$ cat config.mk
export PLATFORM = sky130hd
export DESIGN_NAME = pld_lock_device_flat
export DESIGN_NICKNAME = d
export VERILOG_FILES = /design/src/pld_pkg.sv /design/src/pld_serial_if.sv /design/src/pld_lock_device.sv /design/src/flat_wrapper.sv
export SDC_FILE = /design/constraint.sdc
export NUM_CORES = 1
export LEC_CHECK = 0
export ABC_CLOCK_PERIOD_IN_PS = 8300
export BUFFER_PORTS_ARGS = -buffer_cell sky130_fd_sc_hd__clkbuf_2
export CAP_MARGIN = 5
export CORE_MARGIN = 4
export CORE_UTILIZATION = 30
export CTS_CLUSTER_SIZE = 16
export DETAILED_ROUTE_END_ITERATION = 8
export HOLD_SLACK_MARGIN = 0.06
export SYNTH_ARGS = -nofsm -noshare
export SYNTH_HDL_FRONTEND = slang
export SYNTH_SLANG_ARGS = --single-unit
$ cat constraint.sdc
create_clock -name aclk -period 8.3 [get_ports aclk]
set_input_delay 0.83 -clock aclk [delete_from_list [all_inputs] [get_ports aclk]]
set_output_delay 0.83 -clock aclk [all_outputs]
set_load 0.01 [all_outputs]
$ cat src/pld_pkg.sv
// constants shared by the lock detector device end and the host controller end
// assumes a single 25 mhz clock feeding both ends
package pld_pkg;

  // ------------------------------------------------------------
  // clock
  // ------------------------------------------------------------
  localparam int CLK_PERIOD_NS     = 40;
  localparam int CLK_PERIOD_TENTHS = CLK_PERIOD_NS * 10;

  // ------------------------------------------------------------
  // serial frame: rw bit, 6 address bits, 24 data bits, msb first
  // ------------------------------------------------------------
  localparam int REG_W       = 24;
  localparam int ADDR_BITS   = 6;
  localparam int FRAME_BITS  = 1 + ADDR_BITS + REG_W;
  localparam logic [4:0] ADDR_LAST_BIT  = 5'h06;
  localparam logic [4:0] DATA_FIRST_BIT = 5'h07;
  localparam logic [4:0] FRAME_LAST_BIT = 5'h1e;

  // ------------------------------------------------------------
  // device register map
  // ------------------------------------------------------------
  localparam logic [5:0] LOCK_CFG_ADDR   = 6'h07;
  localparam logic [5:0] PIN_CFG_ADDR    = 6'h0f;
  localparam logic [5:0] LOCK_STAT_ADDR  = 6'h12;
  localparam logic [REG_W-1:0] LOCK_CFG_RESET = 24'h000000;
  localparam logic [REG_W-1:0] PIN_CFG_RESET  = 24'h000000;

  // lock_detect_config fields
  localparam int THRESH_LSB   = 0;
  localparam int THRESH_MSB   = 2;
  localparam int DIV_LSB      = 5;
  localparam int DIV_MSB      = 7;
  localparam int SPEED_LSB    = 8;
  localparam int SPEED_MSB    = 9;
  localparam int DETECT_EN    = 11;
  localparam int TIMER_EN     = 14;
  localparam int TRAIN_EN     = 20;

  // shared_pin_config fields
  localparam int PIN_SEL_LSB  = 0;
  localparam int PIN_SEL_MSB  = 4;
  localparam int PIN_FORCE    = 6;
  localparam logic [4:0] PIN_SEL_LOCK = 5'h01;

  // status register field
  localparam int STAT_LOCK    = 1;

  // ------------------------------------------------------------
  // nominal window per {speed, divide}, in tenths of ns
  // ------------------------------------------------------------
  localparam logic [11:0] WIN_TENTHS [32] = '{
    12'h041, 12'h050, 12'h06e, 12'h0aa, 12'h122, 12'h212, 12'h3e8, 12'h79e,
    12'h046, 12'h059, 12'h080, 12'h0d2, 12'h168, 12'h2a8, 12'h514, 12'h9f6,
    12'h047, 12'h05c, 12'h085, 12'h0dc, 12'h17c, 12'h2d0, 12'h564, 12'haa0,
    12'h04c, 12'h066, 12'h09a, 12'h104, 12'h1d6, 12'h370, 12'h6b8, 12'hd34
  };

  localparam int WIN_W = 8;

  function automatic logic [WIN_W-1:0] window_cycles(input logic [1:0] speed, input logic [2:0] div);
    int cyc;
    cyc = (int'(WIN_TENTHS[{speed, div}]) + CLK_PERIOD_TENTHS - 1) / CLK_PERIOD_TENTHS;
    if (cyc < 1) begin
      cyc = 1;
    end
    return cyc[WIN_W-1:0];
  endfunction : window_cycles

  // ------------------------------------------------------------
  // host controller register map (axi4-lite, byte addresses)
  // ------------------------------------------------------------
  localparam logic [3:0] HOST_CMD_OFF   = 4'h0;
  localparam logic [3:0] HOST_STAT_OFF  = 4'h4;
  localparam logic [3:0] HOST_RDATA_OFF = 4'h8;
  localparam int CMD_READ_BIT  = 31;
  localparam int CMD_ADDR_LSB  = 24;
  localparam int STAT_BUSY     = 0;
  localparam int STAT_PIN      = 1;
  localparam logic [1:0] RESP_OKAY   = 2'h0;
  localparam logic [1:0] RESP_SLVERR = 2'h2;

endpackage : pld_pkg

$ cat src/pld_serial_if.sv
// serial configuration link between host controller and lock detector device
// assumes both ends clocked by the same aclk; lock_or_read_out_pin is output-only
`timescale 1ns/100ps
interface pld_serial_if;
  logic serial_sel_n;
  logic serial_clk;
  logic serial_data_in;
  logic lock_or_read_out_pin;

  modport device (
    input  serial_sel_n,
    input  serial_clk,
    input  serial_data_in,
    output lock_or_read_out_pin
  );

  modport host (
    output serial_sel_n,
    output serial_clk,
    output serial_data_in,
    input  lock_or_read_out_pin
  );
endinterface : pld_serial_if

$ cat src/pld_lock_device.sv
// lock detector device: serial register port, windowed coincidence lock counter, shared output pin
// assumes ref_edge/osc_edge are one-cycle pulses synchronous to aclk and the link obeys the host frame
//
// Notes on behaviour
// - setting training bit starts lock timer training
// - host retrains after comparison frequency change
// - edge pair inside window increments lock counter
// - either edge may lead; only spacing counts
// - lock when counter reaches threshold field
// - missed window clears counter, unlocks at once
// - host picks table entry nearest required window
// - host reprograms window when operating point changes
// - pin select code one drives lock flag
// - serial read temporarily takes over shared pin
// - force bit pins lock flag, no readback
// - detection works only with enable bit set
// - window timer runs only with timer bit
// - status register bit one shows lock
`timescale 1ns/100ps
module pld_lock_device #(
  parameter int TRAIN_PAIRS = 8,
  parameter int TRAIN_LIMIT = 16
) (
  input  wire logic     aclk,
  input  wire logic     aresetn,
  input  wire logic     ref_edge,
  input  wire logic     osc_edge,
  output logic          lock_flag,
  pld_serial_if.device  link
);

  typedef enum logic [1:0] {PLD_IDLE, PLD_WAIT_OSC, PLD_WAIT_REF} pld_pair_t;

  localparam int W = pld_pkg::REG_W;
  localparam int E = pld_pkg::WIN_W;

  logic [W-1:0]               lock_cfg_q;
  logic [W-1:0]               pin_cfg_q;
  logic                       sck_q;
  logic [4:0]                 bit_cnt_q;
  logic [pld_pkg::FRAME_BITS-2:0] shift_q;
  logic [W-1:0]               out_q;
  logic                       reading_q;
  logic                       pin_q;
  logic                       lock_q;
  logic [2:0]                 cnt_q;
  pld_pair_t                  st_q, st_d;
  logic [E-1:0]               el_q, el_d;
  logic                       hit, miss;
  logic [E-1:0]               hit_el;
  logic                       train_prev_q, trained_q;
  logic [E-1:0]               train_max_q;
  logic [7:0]                 train_cnt_q;
  logic                       rise;
  logic [E-1:0]               window;
  logic                       en, timer_en, train_on, counting;
  logic [2:0]                 thresh;

  function automatic logic [W-1:0] read_mux(input logic [5:0] a, input logic [W-1:0] lc,
                                           input logic [W-1:0] pc, input logic lk);
    logic [W-1:0] v;
    v = '0;
    case (a)
      pld_pkg::LOCK_CFG_ADDR:  v = lc;
      pld_pkg::PIN_CFG_ADDR:   v = pc;
      pld_pkg::LOCK_STAT_ADDR: v[pld_pkg::STAT_LOCK] = lk;
      default:                 v = '0;
    endcase
    return v;
  endfunction : read_mux

  // ------------------------------------------------------------
  // serial port
  // ------------------------------------------------------------
  assign rise = link.serial_clk & ~sck_q;

  always_ff @(posedge aclk) begin
    if (!aresetn) begin
      sck_q <= 1'b0;
    end else begin
      sck_q <= link.serial_clk;
    end
  end

  always_ff @(posedge aclk) begin
    if (!aresetn) begin
      bit_cnt_q <= '0;
      shift_q   <= '0;
      reading_q <= 1'b0;
      out_q     <= '0;
    end else if (link.serial_sel_n) begin
      bit_cnt_q <= '0;
      reading_q <= 1'b0;
    end else if (rise) begin
      shift_q   <= {shift_q[pld_pkg::FRAME_BITS-3:0], link.serial_data_in};
      bit_cnt_q <= bit_cnt_q + 5'h01;
      if (bit_cnt_q == '0) begin
        reading_q <= link.serial_data_in;
      end
      if (reading_q && bit_cnt_q == pld_pkg::ADDR_LAST_BIT) begin
        out_q <= read_mux({shift_q[4:0], link.serial_data_in}, lock_cfg_q, pin_cfg_q, lock_q);
      end else if (reading_q && bit_cnt_q >= pld_pkg::DATA_FIRST_BIT) begin
        out_q <= {out_q[W-2:0], 1'b0};
      end
    end
  end

  always_ff @(posedge aclk) begin
    if (!aresetn) begin
      lock_cfg_q <= pld_pkg::LOCK_CFG_RESET;
      pin_cfg_q  <= pld_pkg::PIN_CFG_RESET;
    end else if (!link.serial_sel_n && rise && !reading_q && bit_cnt_q == pld_pkg::FRAME_LAST_BIT) begin
      case (shift_q[28:23])
        pld_pkg::LOCK_CFG_ADDR: lock_cfg_q <= {shift_q[22:0], link.serial_data_in};
        pld_pkg::PIN_CFG_ADDR:  pin_cfg_q  <= {shift_q[22:0], link.serial_data_in};
        default:                ;
      endcase
    end
  end

  // ------------------------------------------------------------
  // shared output pin
  // ------------------------------------------------------------
  always_ff @(posedge aclk) begin
    if (!aresetn) begin
      pin_q <= 1'b0;
    end else if (pin_cfg_q[pld_pkg::PIN_FORCE]) begin
      pin_q <= lock_q;
    end else if (reading_q) begin
      pin_q <= out_q[W-1];
    end else begin
      pin_q <= (pin_cfg_q[pld_pkg::PIN_SEL_MSB:pld_pkg::PIN_SEL_LSB] == pld_pkg::PIN_SEL_LOCK) && lock_q;
    end
  end

  assign link.lock_or_read_out_pin = pin_q;
  assign lock_flag                 = lock_q;

  // ------------------------------------------------------------
  // coincidence window
  // ------------------------------------------------------------
  assign en       = lock_cfg_q[pld_pkg::DETECT_EN];
  assign timer_en = lock_cfg_q[pld_pkg::TIMER_EN];
  assign train_on = lock_cfg_q[pld_pkg::TRAIN_EN];
  assign thresh   = lock_cfg_q[pld_pkg::THRESH_MSB:pld_pkg::THRESH_LSB];
  assign counting = !train_on || trained_q;

  always_comb begin
    if (!train_on) begin
      window = pld_pkg::window_cycles(lock_cfg_q[pld_pkg::SPEED_MSB:pld_pkg::SPEED_LSB],
                                      lock_cfg_q[pld_pkg::DIV_MSB:pld_pkg::DIV_LSB]);
    end else if (trained_q) begin
      window = train_max_q + 1'b1;
    end else begin
      window = E'(TRAIN_LIMIT);
    end
  end

  always_comb begin
    hit    = 1'b0;
    miss   = 1'b0;
    hit_el = '0;
    st_d   = st_q;
    el_d   = el_q;
    if (!en || !timer_en) begin
      st_d = PLD_IDLE;
      el_d = '0;
    end else begin
      case (st_q)
        PLD_IDLE: begin
          if (ref_edge && osc_edge) begin
            hit = 1'b1;
          end else if (ref_edge) begin
            st_d = PLD_WAIT_OSC;
            el_d = E'(1);
          end else if (osc_edge) begin
            st_d = PLD_WAIT_REF;
            el_d = E'(1);
          end
        end
        PLD_WAIT_OSC, PLD_WAIT_REF: begin
          if ((st_q == PLD_WAIT_OSC) ? osc_edge : ref_edge) begin
            hit    = el_q < window;
            miss   = !(el_q < window);
            hit_el = el_q;
            st_d   = PLD_IDLE;
            el_d   = '0;
          end else if (el_q >= window || ((st_q == PLD_WAIT_OSC) ? ref_edge : osc_edge)) begin
            miss = 1'b1;
            st_d = PLD_IDLE;
            el_d = '0;
          end else begin
            el_d = el_q + 1'b1;
          end
        end
        default: begin
          st_d = PLD_IDLE;
          el_d = '0;
        end
      endcase
    end
  end

  always_ff @(posedge aclk) begin
    if (!aresetn) begin
      st_q <= PLD_IDLE;
      el_q <= '0;
    end else begin
      st_q <= st_d;
      el_q <= el_d;
    end
  end

  // ------------------------------------------------------------
  // training
  // ------------------------------------------------------------
  always_ff @(posedge aclk) begin
    if (!aresetn) begin
      train_prev_q <= 1'b0;
      trained_q    <= 1'b0;
      train_max_q  <= '0;
      train_cnt_q  <= '0;
    end else begin
      train_prev_q <= train_on;
      if (train_on && !train_prev_q) begin
        trained_q   <= 1'b0;
        train_max_q <= '0;
        train_cnt_q <= '0;
      end else if (train_on && !trained_q && hit) begin
        if (hit_el > train_max_q) begin
          train_max_q <= hit_el;
        end
        train_cnt_q <= train_cnt_q + 8'h01;
        if (train_cnt_q == 8'(TRAIN_PAIRS - 1)) begin
          trained_q <= 1'b1;
        end
      end
    end
  end

  // ------------------------------------------------------------
  // lock counter
  // ------------------------------------------------------------
  always_ff @(posedge aclk) begin
    if (!aresetn) begin
      cnt_q  <= '0;
      lock_q <= 1'b0;
    end else if (!en) begin
      cnt_q  <= '0;
      lock_q <= 1'b0;
    end else if (counting && miss) begin
      cnt_q  <= '0;
      lock_q <= 1'b0;
    end else if (counting && hit) begin
      if (cnt_q < thresh) begin
        cnt_q <= cnt_q + 3'h1;
      end
      lock_q <= ({1'b0, cnt_q} + 4'h1) >= {1'b0, thresh};
    end
  end

endmodule : pld_lock_device

$ cat src/flat_wrapper.sv
// flat-port wrapper written by rule: the top's interface ports become plain ports
module pld_lock_device_flat 
#(
  parameter int TRAIN_PAIRS = 8,
  parameter int TRAIN_LIMIT = 16
)
  (aclk, aresetn, ref_edge, osc_edge, lock_flag, link_serial_sel_n, link_serial_clk, link_serial_data_in, link_lock_or_read_out_pin);
  pld_serial_if link_i ();
  input  wire logic aclk;
  input  wire logic aresetn;
  input  wire logic ref_edge;
  input  wire logic osc_edge;
  output logic lock_flag;
  input wire logic [$bits(link_i.serial_sel_n)-1:0] link_serial_sel_n;
  input wire logic [$bits(link_i.serial_clk)-1:0] link_serial_clk;
  input wire logic [$bits(link_i.serial_data_in)-1:0] link_serial_data_in;
  output wire logic [$bits(link_i.lock_or_read_out_pin)-1:0] link_lock_or_read_out_pin;
  assign link_i.serial_sel_n = link_serial_sel_n;
  assign link_i.serial_clk = link_serial_clk;
  assign link_i.serial_data_in = link_serial_data_in;
  assign link_lock_or_read_out_pin = link_i.lock_or_read_out_pin;
  pld_lock_device #(.TRAIN_PAIRS(TRAIN_PAIRS), .TRAIN_LIMIT(TRAIN_LIMIT)) u_core (.aclk(aclk), .aresetn(aresetn), .ref_edge(ref_edge), .osc_edge(osc_edge), .lock_flag(lock_flag), .link(link_i));
endmodule
# Word level (Yosys, flattened, before mapping)
# Memories as Yosys holds them, arrays and structs flattened.
# Cells that the tools add are included.
[totals]
regBits = 141
romBits = 384
in_bits = 7
out_inout_bits = 2
mem_count = 1
[mem_list]
columns = ["memory", "depth", "word_bits", "read_ports", "rd_ports_with_merged_regs", "write_ports", "line_no", "source"]
rows = [
  ["(name not given)", 32, 12, 1, 0, 0, "pld_pkg.sv:64", "cyc = (int'(WIN_TENTHS[{speed, div}]) + CLK_PERIOD_TENTHS - 1) / CLK_PERIOD_TENTHS;"],
]
[classes]
addsub = 8
div = 1
magnitude_cmp = 8
eq_ne = 14
mux = 37
bitwise_logic = 6
n_reduce_logical = 41
[op_table]
columns = ["cell", "count"]
rows = [
  ["8-bit two-way mux", 11],
  ["24-bit two-way mux", 2],
  ["22-bit case mux with 2 select lines", 1],
  ["32-bit by 10-bit divider with 32-bit output, second input constant", 1],
  ["32-bit by 2-bit less-than comparator with 1-bit output, second input constant", 1],
  ["32-bit by 2-bit subtractor with 32-bit output, second input constant", 1],
  ["8-bit by 1-bit adder with 8-bit output, second input constant", 3],
  ["12-bit two-way mux", 2],
  ["8-bit case mux with 2 select lines", 1],
  ["2-bit AND reduction", 8],
  ["12-bit by 9-bit adder with 13-bit output, second input constant", 1],
  ["6-bit by 3-bit == test with 1-bit output, second input constant", 2],
  ["6-bit by 4-bit == test with 1-bit output, second input constant", 2],
  ["1-bit logical AND", 12],
  ["1-bit two-way mux", 11],
  ["2-bit two-way mux", 5],
  ["8-bit by 3-bit == test with 1-bit output, second input constant", 1],
  ["8-bit >= comparator", 1],
  ["8-bit > comparator", 1],
  ["1-bit logical NOT", 8],
  ["8-bit less-than comparator", 1],
  ["2-bit OR reduction", 4],
  ["6-bit by 5-bit == test with 1-bit output, second input constant", 1],
  ["6-bit >= comparator, second input constant", 1],
  ["other kinds (26)", 33],
]

# Logic depth before layout (Yosys ltp)
# Gate-level depths: netlist (run 1).
[logic_depth]
word_depth = 18
mapped_depth = 43
ltp_nobuf = 40

# Worst setup path before layout (run 1)
# No wires, ideal clock.
[synth_path]
kind = "reg-to-reg"
from = "register u_core.lock_cfg_q[5]"
to = "register u_core.train_max_q[1]"
setup_time_ns = 0.132
arrival_time_ns = 8.288
required_time_ns = 8.168
path_slack_ns = -0.120
stages_incl_launch_ff = 41
n_path_buf = 2
period_less_slack_ns = 8.420
path_cell_list = "dfxtp_1 -> buf_2 -> inv_1 -> ha_1 -> nand2_2 -> nand3_1 -> a32o_1 -> inv_1 -> ha_1 -> o311ai_1 -> o2111a_1 -> nor4b_4 -> nor4b_1 -> ha_1 -> clkbuf_1 -> o211a_1 -> nand4_1 -> o21a_1 -> [5 not listed] -> o21a_1 -> o31ai_2 -> o31ai_1 -> ha_1 -> nor2b_1 -> o21a_1 -> o21ai_0 -> nand2b_1 -> a21oi_1 -> nor2b_1 -> o21ai_0 -> nand2b_1 -> a211oi_1 -> a32oi_1 -> nor4_1 -> o311ai_1 -> mux2i_1 -> nor2_1"
[synth_between]
elab_chain_cells = 16
[synth_rtl]
columns = ["item", "line_no", "source"]
rows = [
  ["start, declared", "pld_lock_device.sv:37", "logic [W-1:0] lock_cfg_q;"],
  ["start signal, assigned", "pld_lock_device.sv:110", "lock_cfg_q <= pld_pkg::LOCK_CFG_RESET;"],
  ["start signal, assigned", "pld_lock_device.sv:114", "pld_pkg::LOCK_CFG_ADDR: lock_cfg_q <= {shift_q[22:0], link.serial_data_in};"],
  ["5-bit NOT with 6-bit output (implied by the code) *", "pld_pkg.sv:64", ""],
  ["memory read 32 x 12 bit *", "--", ""],
  ["12-bit two-way mux (implied by the code) * (2 in series)", "pld_pkg.sv:64", ""],
  ["12-bit by 9-bit adder with 13-bit output *", "pld_pkg.sv:64", ""],
  ["32-bit by 2-bit subtractor with 32-bit output *", "pld_pkg.sv:64", ""],
  ["32-bit by 10-bit divider with 32-bit output *", "pld_pkg.sv:64", ""],
  ["32-bit by 2-bit less-than comparator with 1-bit output", "pld_pkg.sv:65", "if (cyc < 1) begin"],
  ["8-bit two-way mux *", "pld_pkg.sv:65", ""],
  ["8-bit two-way mux *", "pld_lock_device.sv:149", "if (!train_on) begin"],
  ["8-bit less-than comparator *", "pld_lock_device.sv:183", "hit = el_q < window;"],
  ["1-bit two-way mux *", "pld_lock_device.sv:182", "if ((st_q == PLD_WAIT_OSC) ? osc_edge : ref_edge) begin"],
  ["1-bit case mux with 2 select lines *", "pld_lock_device.sv:169", "case (st_q)"],
  ["1-bit two-way mux *", "pld_lock_device.sv:165", "if (!en || !timer_en) begin"],
  ["1-bit logical AND *", "pld_lock_device.sv:229", "end else if (train_on && !trained_q && hit) begin"],
  ["2-bit AND reduction (no source line) *", "--", ""],
  ["end signal, assigned", "pld_lock_device.sv:231", "train_max_q <= hit_el;"],
  ["end, declared", "pld_lock_device.sv:52", "logic [E-1:0] train_max_q;"],
]
# Every way passes the cells marked *; elsewhere a longest branch is shown, timed or not. The select of a mux whose other input is x is not followed.
# A chain may end at the register's enable or synchronous reset.

# Worst setup path after layout (run 1)
[layout_path]
from = "register u_core.lock_cfg_q[7]"
to = "register u_core.el_q[7]"
[layout_between]
elab_chain_cells = 15
[layout_rtl]
columns = ["item", "line_no", "source"]
rows = [
  ["5-bit NOT with 6-bit output (implied by the code) *", "pld_pkg.sv:64", ""],
  ["memory read 32 x 12 bit *", "--", ""],
  ["12-bit two-way mux (implied by the code) * (2 in series)", "pld_pkg.sv:64", ""],
  ["12-bit by 9-bit adder with 13-bit output *", "pld_pkg.sv:64", ""],
  ["32-bit by 2-bit subtractor with 32-bit output *", "pld_pkg.sv:64", ""],
  ["32-bit by 10-bit divider with 32-bit output *", "pld_pkg.sv:64", ""],
  ["32-bit by 2-bit less-than comparator with 1-bit output", "pld_pkg.sv:65", ""],
  ["8-bit two-way mux *", "pld_pkg.sv:65", ""],
  ["8-bit two-way mux *", "pld_lock_device.sv:149", ""],
  ["8-bit >= comparator *", "pld_lock_device.sv:188", "end else if (el_q >= window || ((st_q == PLD_WAIT_OSC) ? ref_edge : osc_edge)) begin"],
  ["1-bit logical OR *", "pld_lock_device.sv:188", ""],
  ["8-bit two-way mux *", "pld_lock_device.sv:188", ""],
  ["8-bit two-way mux *", "pld_lock_device.sv:182", ""],
  ["8-bit case mux with 2 select lines *", "pld_lock_device.sv:169", ""],
  ["end signal, assigned", "pld_lock_device.sv:210", "el_q <= el_d;"],
  ["end, declared", "pld_lock_device.sv:48", "logic [E-1:0] el_q, el_d;"],
]
# Marked as above.

==> load_flow_metrics.sql, run 1 <==
INSERT INTO impl_metrics (metric_group, metric, value, unit) VALUES
('clocking', 'path_clk_slew', '60', 'ps'),
('final_layout', 'stdcell_area', '10500', 'um2'),
('floorplan', 'die_height', '182', 'um'),
('setup_path', 'setup.worst_path.class', 'reg2reg', ''),
('grt', 'grt_pass1_vias', '7228', ''),
('timing', 'timing.fmax', '127', 'MHz'),
('clocking', 'cts_tree', 'done', ''),
('grt', 'gr-usage-met1', '17.5', '%'),
('floorplan', 'die_w', '182', 'um'),
('setup_path', 'cpMaxStageDelayCell', 'mux4_2', ''),
('grt', 'global_route.overflow_total', '0', ''),
('yosys', 'synth.avg_cell_area', '8.50', 'um2'),
('yosys', 'synth.area.mux_share', '8.55', '%'),
('min_path', 'hold_path_class', 'reg2reg', ''),
('final_layout', 'syn2layout_area_growth', '15.1', '%'),
('clocking', 'clk_path_buf_depth', '2', ''),
('detailed_routing', 'first_iter_violations', '478', ''),
('final_layout', 'finish.utilization', '35.2', '%'),
('yosys', 'yosys_warnings', '0', ''),
('grt', 'largest_net_degree_at_the_start_of_global_routing', '109', ''),
('timing', 'max_slew_headroom_at_the_worst_pin', '18.9', '%'),
('detailed_routing', 'route.vias.total', '7650', ''),
('detailed_routing', 'post_drt_via_cell_ratio', '5.18', ''),
('yosys', 'synth-async-reset-ratio', '0', '%'),
('setup_path', 'worst_ep_arrival_time', '8190', 'ps'),
('timing', 'final_max_slew_viol_count', '0', ''),
('clocking', 'cts-root-buf', 'clkbuf_16', ''),
('yosys', 'yosys.area_share.xor_xnor', '3.91', '%'),
('detailed_routing', 'routed_wire_length_per_instance', '14.2', 'um'),
('timing', 'final_setup_violation_count', '0', ''),
('power_and_ir_drop', 'worst_voltage_drop_across_the_vdd_grid', '144', 'uV'),
('final_layout', 'layout_common_cells', 'dfxtp_1, nand2_1, nor2_1', ''),
('yosys', 'synth-seq-cells', '141', ''),
('yosys', 'synth-seq-area-share', '31.0', '%'),
('clocking', 'tritoncts.num_buffers', '17', ''),
('setup_path', 'timing.critical_path.required', '8640', 'ps'),
('setup_path', 'crit_top_cell', 'nor2_1', ''),
('placement', 'dp.final_hpwl', '13.6', 'mm'),
('timing', 'final_hold_viol_count', '0', ''),
('outcome', 'status', 'complete, no violations', ''),
('grt', 'grt_pass1_wl', '35.6', 'mm'),
('yosys', 'post_synthesis_adder_cell_area_fraction', '6.16', '%'),
('clocking', 'worst_skew_pair.late_latency', '420', 'ps'),
('yosys', 'synth.distinct_cells', '101', ''),
('setup_path', 'cp-end-kind', 'flop', ''),
('detailed_routing', 'drt_wl_total', '21.0', 'mm'),
('setup_path', 'worst_path_largest_cell_delay', '560', 'ps'),
('timing', 'timing.final.crit_share', '94.6', '%'),
('grt', 'global_route.usage.total', '12.4', '%'),
('floorplan', 'floorplan.die_area', '33200', 'um2'),
('clocking', 'clock_sink_count', '141', ''),
('placement', 'gpl.final_weighted_congestion', '0.873', ''),
('grt', 'globalRouteMet3Util', '1.89', '%'),
('yosys', 'post_synthesis_instance_area', '9120', 'um2'),
('detailed_routing', 'residual_antenna_violating_net_count_after_detailed_routing', '0', ''),
('placement', 'placedInstanceArea', '9620', 'um2'),
('power_and_ir_drop', 'power_per_cell_area', '150', 'nW/um2'),
('setup_path', 'worst-path-max-fanout', '22', ''),
('placement', 'port_buffers', '8', ''),
('detailed_routing', 'drt_first_pass_iters', '7', ''),
('yosys', 'postSynthCellCount', '1073', ''),
('grt', 'gr-max-usage-layer', 'met2', ''),
('grt', 'met2_usage', '19.8', '%'),
('power_and_ir_drop', 'power_leakage', '3.66', 'nW'),
('final_layout', 'post_route_cells_drive_above_1_share', '14.2', '%'),
('yosys', 'synth_compound_gate_area_share', '21.9', '%'),
('final_layout', 'antenna-diode-count', '0', ''),
('yosys', 'yosys.area_share.simple', '23.9', '%'),
('detailed_routing', 'drt_drc_violations_left', '0', ''),
('final_layout', 'layout_commonest_cell', 'dfxtp_1', ''),
('clocking', 'cts.htree.levels', '4', '');
per-stage QoR:
step           std cells  power [mW]  TNS (ps)  worst slack, ps  hold slack [ps]
3_5_place_dp        1439       0.728         0             50.8              456
4_1_cts             1471        1.59         0             53.6              464
3_3_place_gp        1439       0.728         0              172              449
2_1_floorplan       1073       0.718         0              162              438
5_1_grt             1477        1.62      -540            -71.5              513
6_report            1477        1.57         0              446              459
cell usage after synthesis (5+ instances only):
library cell	number	area, um2
buf_6	7	78.8
ha_1	44	551
nor2b_1	84	526
and2_1	17	106
a211o_1	7	61.3
o21ai_0	26	130
a211oi_1	29	218
mux2_2	5	56.3
mux2i_1	63	631
o21a_1	8	60.1
nand3b_1	5	37.5
nand3_1	29	145
xor2_1	12	105
nand2_1	101	379
xnor2_1	25	219
buf_2	7	35.0
a22oi_1	24	180
buf_1	6	22.5
dfxtp_1	141	2820
o31ai_1	6	45.0
o211ai_1	5	37.5
a31oi_1	10	62.6
nor2_1	89	334
clkbuf_1	41	154
and3_1	10	62.6
nand4_1	9	56.3
o21ai_1	5	25.0
o2111ai_1	6	52.6
nand2b_1	13	81.3
a21oi_1	53	265
inv_1	28	105
a21boi_0	31	233
nor3_1	16	80.1
cell type report:
| class | instances | area [um2] | share of cell area (%) |
|---|---|---|---|
| tap | 390 | 488 | 4.65 |
| clock buffer | 18 | 429 | 4.09 |
| sequential | 141 | 2830 | 26.9 |
| timing repair buffer | 46 | 345 | 3.29 |
| multi-input combinational | 839 | 6060 | 57.7 |
| clock inverter | 14 | 239 | 2.28 |
| inverter | 29 | 111 | 1.06 |
per-layer routing:
metal / vias to the layer above / wire, um
li1: 3867 / -
met1: 3615 / 10300
met2: 146 / 9780
met3: 22 / 631
met4: 0 / 283
met5: - / 0
logic make-up (layout without fill, tap and decap cells):
logic type / after synthesis / after routing
compound gates: 268 / 268
xor+xnor: 39 / 39
fa+ha+maj: 45 / 45
buf+inv: 93 / 107
flops: 141 / 141
mux: 73 / 73
simple gates: 414 / 414
worst max-delay path: cells and delay by family, from the launching register on:
kind / cells / cell delay (ps)
AOI/OAI and AO/OA: 14 / 2780
and+or+nand+nor: 13 / 2600
buffers and inverters: 3 / 630
muxes: 1 / 560
adders and majority gates: 2 / 520
DFF: 1 / 460
xor gates and xnor gates: 1 / 230
what timing repair did:
| action | in CTS | in global routing |
|---|---|---|
| pin swaps | 0 | 8 |
| resized for setup | 2 | 32 |
| hold buffers | 0 | 0 |
| setup buffers | 0 | 6 |
| endpoints found under the setup margin | 4 | 31 |
sequential cells by signal, indices dropped and copies added (netlist names):
signal	count
u_core.shift_q	29
u_core.out_q	24
u_core.link.lock_or_read_out_pin	1
u_core.sck_q	1
u_core.lock_cfg_q	24
u_core.cnt_q	3
u_core.trained_q	1
u_core.st_q	2
u_core.el_q	8
u_core.bit_cnt_q	5
u_core.train_cnt_q	8
u_core.train_max_q	8
u_core.train_prev_q	1
u_core.pin_cfg_q	24
u_core.reading_q	1
u_core.lock_flag	1
path summary, 6_finish.rpt:
| kind | startpoint | to | slack (ps) | depth (start not counted) |
|---|---|---|---|---|
| setup / recovery | u_core.lock_cfg_q[7]$_SDFFE_PN0P_ | u_core.el_q[7]$_SDFFE_PP0P_ | 450 | 34 |
| setup reg to reg | u_core.lock_cfg_q[7]$_SDFFE_PN0P_ | u_core.el_q[7]$_SDFFE_PP0P_ | 450 | 34 |
| hold reg to reg | u_core.shift_q[28]$_SDFFE_PN0P_ | u_core.shift_q[28]$_SDFFE_PN0P_ | 460 | 2 |
| hold / removal | u_core.shift_q[28]$_SDFFE_PN0P_ | u_core.shift_q[28]$_SDFFE_PN0P_ | 460 | 2 |
power by group:
group          internal [mW]  leakage (nW)  total, mW  switching, mW
registers              0.678          1.14      0.679        0.00119
clock network          0.565         0.329      0.858          0.294
logic                 0.0131          2.19     0.0342         0.0212
total                   1.26          3.66       1.57          0.316
Power figures use the tool's default switching activity.
==> run 2: changes to the inputs <==
--- a/config.mk
+++ b/config.mk
@@ -8,7 +8,7 @@
 export ABC_CLOCK_PERIOD_IN_PS = 8300
 export BUFFER_PORTS_ARGS = -buffer_cell sky130_fd_sc_hd__clkbuf_2
 export CAP_MARGIN = 5
-export CORE_MARGIN = 4
+export CORE_MARGIN = 1
 export CORE_UTILIZATION = 30
 export CTS_CLUSTER_SIZE = 16
 export DETAILED_ROUTE_END_ITERATION = 8
==> constraint.sdc (replaced) <==
create_clock -name aclk -period 8.3 [get_ports aclk]
set_input_delay 1.245 -clock aclk [delete_from_list [all_inputs] [get_ports aclk]]
set_output_delay 1.245 -clock aclk [all_outputs]
set_load 0.01 [all_outputs]
==> run 2 against run 1 <==
  * First-iteration DRC count is 24% lower
  * Global-route usage is 1.3 points higher
  * Utilization is 0.080 points lower
  * Hold slack better by 4.0 ps
  * Worst setup slack better by 100 ps
  * Clock skew is 2.9 ps higher
  * Cell area is 0.23% lower
  * Via count is 0.44% lower
==> load_flow_metrics.sql, run 2 (same netlist as run 1, synthesis figures left out) <==
INSERT INTO impl_metrics (metric_group, metric, value, unit) VALUES
('clocking', 'cts_tree', 'done', ''),
('floorplan', 'core_region_area', '29800', 'um2'),
('clocking', 'worst_skew_pair.late_latency', '420', 'ps'),
('timing', 'final_hold_viol_count', '0', ''),
('placement', 'placed_cells', '1443', ''),
('setup_path', 'cp-end-kind', 'flop', ''),
('power_and_ir_drop', 'worst_voltage_drop_across_the_vdd_grid', '120', 'uV'),
('grt', 'grt_antenna_before_repair', '0', ''),
('grt', 'grt_pass1_vias', '7218', ''),
('final_layout', 'largest-register', 'u_core.shift_q', ''),
('detailed_routing', 'residual_antenna_violating_net_count_after_detailed_routing', '0', ''),
('clocking', 'cts.htree.levels', '4', ''),
('detailed_routing', 'route.vias.total', '7616', ''),
('clocking', 'path_clk_slew', '60', 'ps'),
('setup_path', 'timing.critical_path.required', '8610', 'ps'),
('min_path', 'hold_path_depth', '2', ''),
('timing', 'tightestPinTransition', '1070', 'ps'),
('grt', 'global_route.overflow_total', '0', ''),
('power_and_ir_drop', 'power_leakage', '3.69', 'nW'),
('grt', 'global_route.usage.total', '13.8', '%'),
('detailed_routing', 'routed_wire_length_per_instance', '14.2', 'um'),
('timing', 'timing.final.crit_share', '93.4', '%'),
('setup_path', 'cp_num_buf_inv', '2', ''),
('grt', 'largest_net_degree_at_the_start_of_global_routing', '108', ''),
('floorplan', 'std_cell_rows', '63', ''),
('grt', 'grt_pass1_wl', '35.6', 'mm'),
('detailed_routing', 'first_iter_violations', '361', ''),
('final_layout', 'post_route_cells_drive_above_1_share', '14.0', '%'),
('detailed_routing', 'drt_drc_violations_left', '0', ''),
('final_layout', 'syn2layout_area_growth', '14.9', '%'),
('power_and_ir_drop', 'power', '1.55', 'mW'),
('setup_path', 'setup.worst_path.start_class', 'flop', ''),
('placement', 'placement.setup.worst_slack', '61.2', 'ps'),
('timing', 'fin_ws', '548', 'ps'),
('timing', 'final_max_slew_viol_count', '0', ''),
('clocking', 'clk_path_buf_depth', '2', ''),
('placement', 'dp.final_hpwl', '14.0', 'mm'),
('min_path', 'hold_path_class', 'reg2reg', ''),
('floorplan', 'die_height', '176', 'um'),
('timing', 'max_slew_headroom_at_the_worst_pin', '28.2', '%'),
('timing', 'final_setup_violation_count', '0', ''),
('setup_path', 'cpMaxStageDelayCell', 'or4_4', ''),
('power_and_ir_drop', 'power_per_cell_area', '148', 'nW/um2'),
('setup_path', 'setup.worst_path.class', 'reg2reg', ''),
('final_layout', 'layoutNonFillerInstCount', '1489', ''),
('timing', 'finalSetupTns', '0', 'ps'),
('timing', 'timing.fmax', '129', 'MHz'),
('floorplan', 'io_pins', '9', ''),
('clocking', 'tritoncts.num_buffers', '17', ''),
('final_layout', 'largest_register_ffs', '29', ''),
('final_layout', 'antenna-diode-count', '0', ''),
('clocking', 'cts-root-buf', 'clkbuf_16', ''),
('floorplan', 'start_util', '30.6', '%'),
('final_layout', 'layout_commonest_cell', 'dfxtp_1', ''),
('outcome', 'status', 'complete, no violations', ''),
('setup_path', 'worst_ep_arrival_time', '8060', 'ps'),
('timing', 'layout_min_cycle_time', '7750', 'ps'),
('setup_path', 'path_delay_family', 'simple AND/OR/NAND/NOR gates', ''),
('detailed_routing', 'drt_wl_total', '21.1', 'mm'),
('job', 'maxCapViolations', '0', ''),
('setup_path', 'timing.critical_path.depth', '36', ''),
('setup_path', 'worst-path-max-fanout', '9', ''),
('final_layout', 'layout_common_cells', 'dfxtp_1, nand2_1, nor2_1', ''),
('final_layout', 'nets', '1137', ''),
('timing', 'fin_skew', '9.43', 'ps'),
('clocking', 'clock_sink_count', '141', ''),
('setup_path', 'reg2reg_depth', '36', ''),
('placement', 'port_buffers', '8', ''),
('detailed_routing', 'post_drt_via_cell_ratio', '5.11', ''),
('setup_path', 'worst_path_largest_cell_delay', '580', 'ps'),
('floorplan', 'floorplan.die_area', '31100', 'um2'),
('detailed_routing', 'drt_first_pass_iters', '4', ''),
('placement', 'gpl.final_weighted_congestion', '0.890', ''),
('floorplan', 'die_w', '176', 'um');
## run 2: where the power goes
group	switching [mW]	total [mW]	internal [mW]
Clock	0.297	0.840	0.543
Combinational	0.0213	0.0348	0.0135
Sequential	0.00119	0.679	0.678
Total	0.319	1.55	1.23
## run 2: what timing repair did
item | CTS | global route
setup endpoints to repair | 2 | 31
setup buffers | 0 | 13
pin swaps | 0 | 5
gates resized for setup | 1 | 15
hold buffers | 0 | 0
## run 2: metrics by stage
step / instance area, um2 / utilization (%) / hold WS [ps]
CTS: 10300 / 34.6 / 473
detailed placement: 9640 / 32.4 / 464
floorplan: 9120 / - / 438
finish: 10500 / 35.1 / 463
global route: 10500 / 35.1 / 514
global placement: 9640 / 32.4 / 448
## run 2: worst min-delay path: stages, from the launching register on
cell and delay, ps:
dfxtp_1 300, nand2_1 40, a21boi_0 60
## run 2: layout make-up
cell class	count	area, um2
flip-flops and latches	141	2820
clock inverters	13	210
repair buffers	58	413
clock buffers	19	443
fillers	3092	19300
well taps	390	488
inverters	29	111
multi-input cells	839	5980
## run 2: path summary, 6_finish.rpt
kind,endpoint,start,slack (ps)
setup / recovery,u_core.train_cnt_q[7]$_SDFFE_PP0P_,u_core.lock_cfg_q[6]$_SDFFE_PN0P_,550
hold / removal,u_core.shift_q[28]$_SDFFE_PN0P_,u_core.shift_q[28]$_SDFFE_PN0P_,460
setup reg to reg,u_core.train_cnt_q[7]$_SDFFE_PP0P_,u_core.lock_cfg_q[6]$_SDFFE_PN0P_,550
hold reg to reg,u_core.shift_q[28]$_SDFFE_PN0P_,u_core.shift_q[28]$_SDFFE_PN0P_,460
## run 2: metal layers
metal  up-vias  wire [um]  part of all wire (%)  track usage [%]
met4         0        298                   1.4             3.91
met3        24        647                   3.1             2.37
met1      3578      10500                    50             18.9
met5         -          0                     0                0
li1       3892          -                     -                -
met2       122       9610                    46             22.0
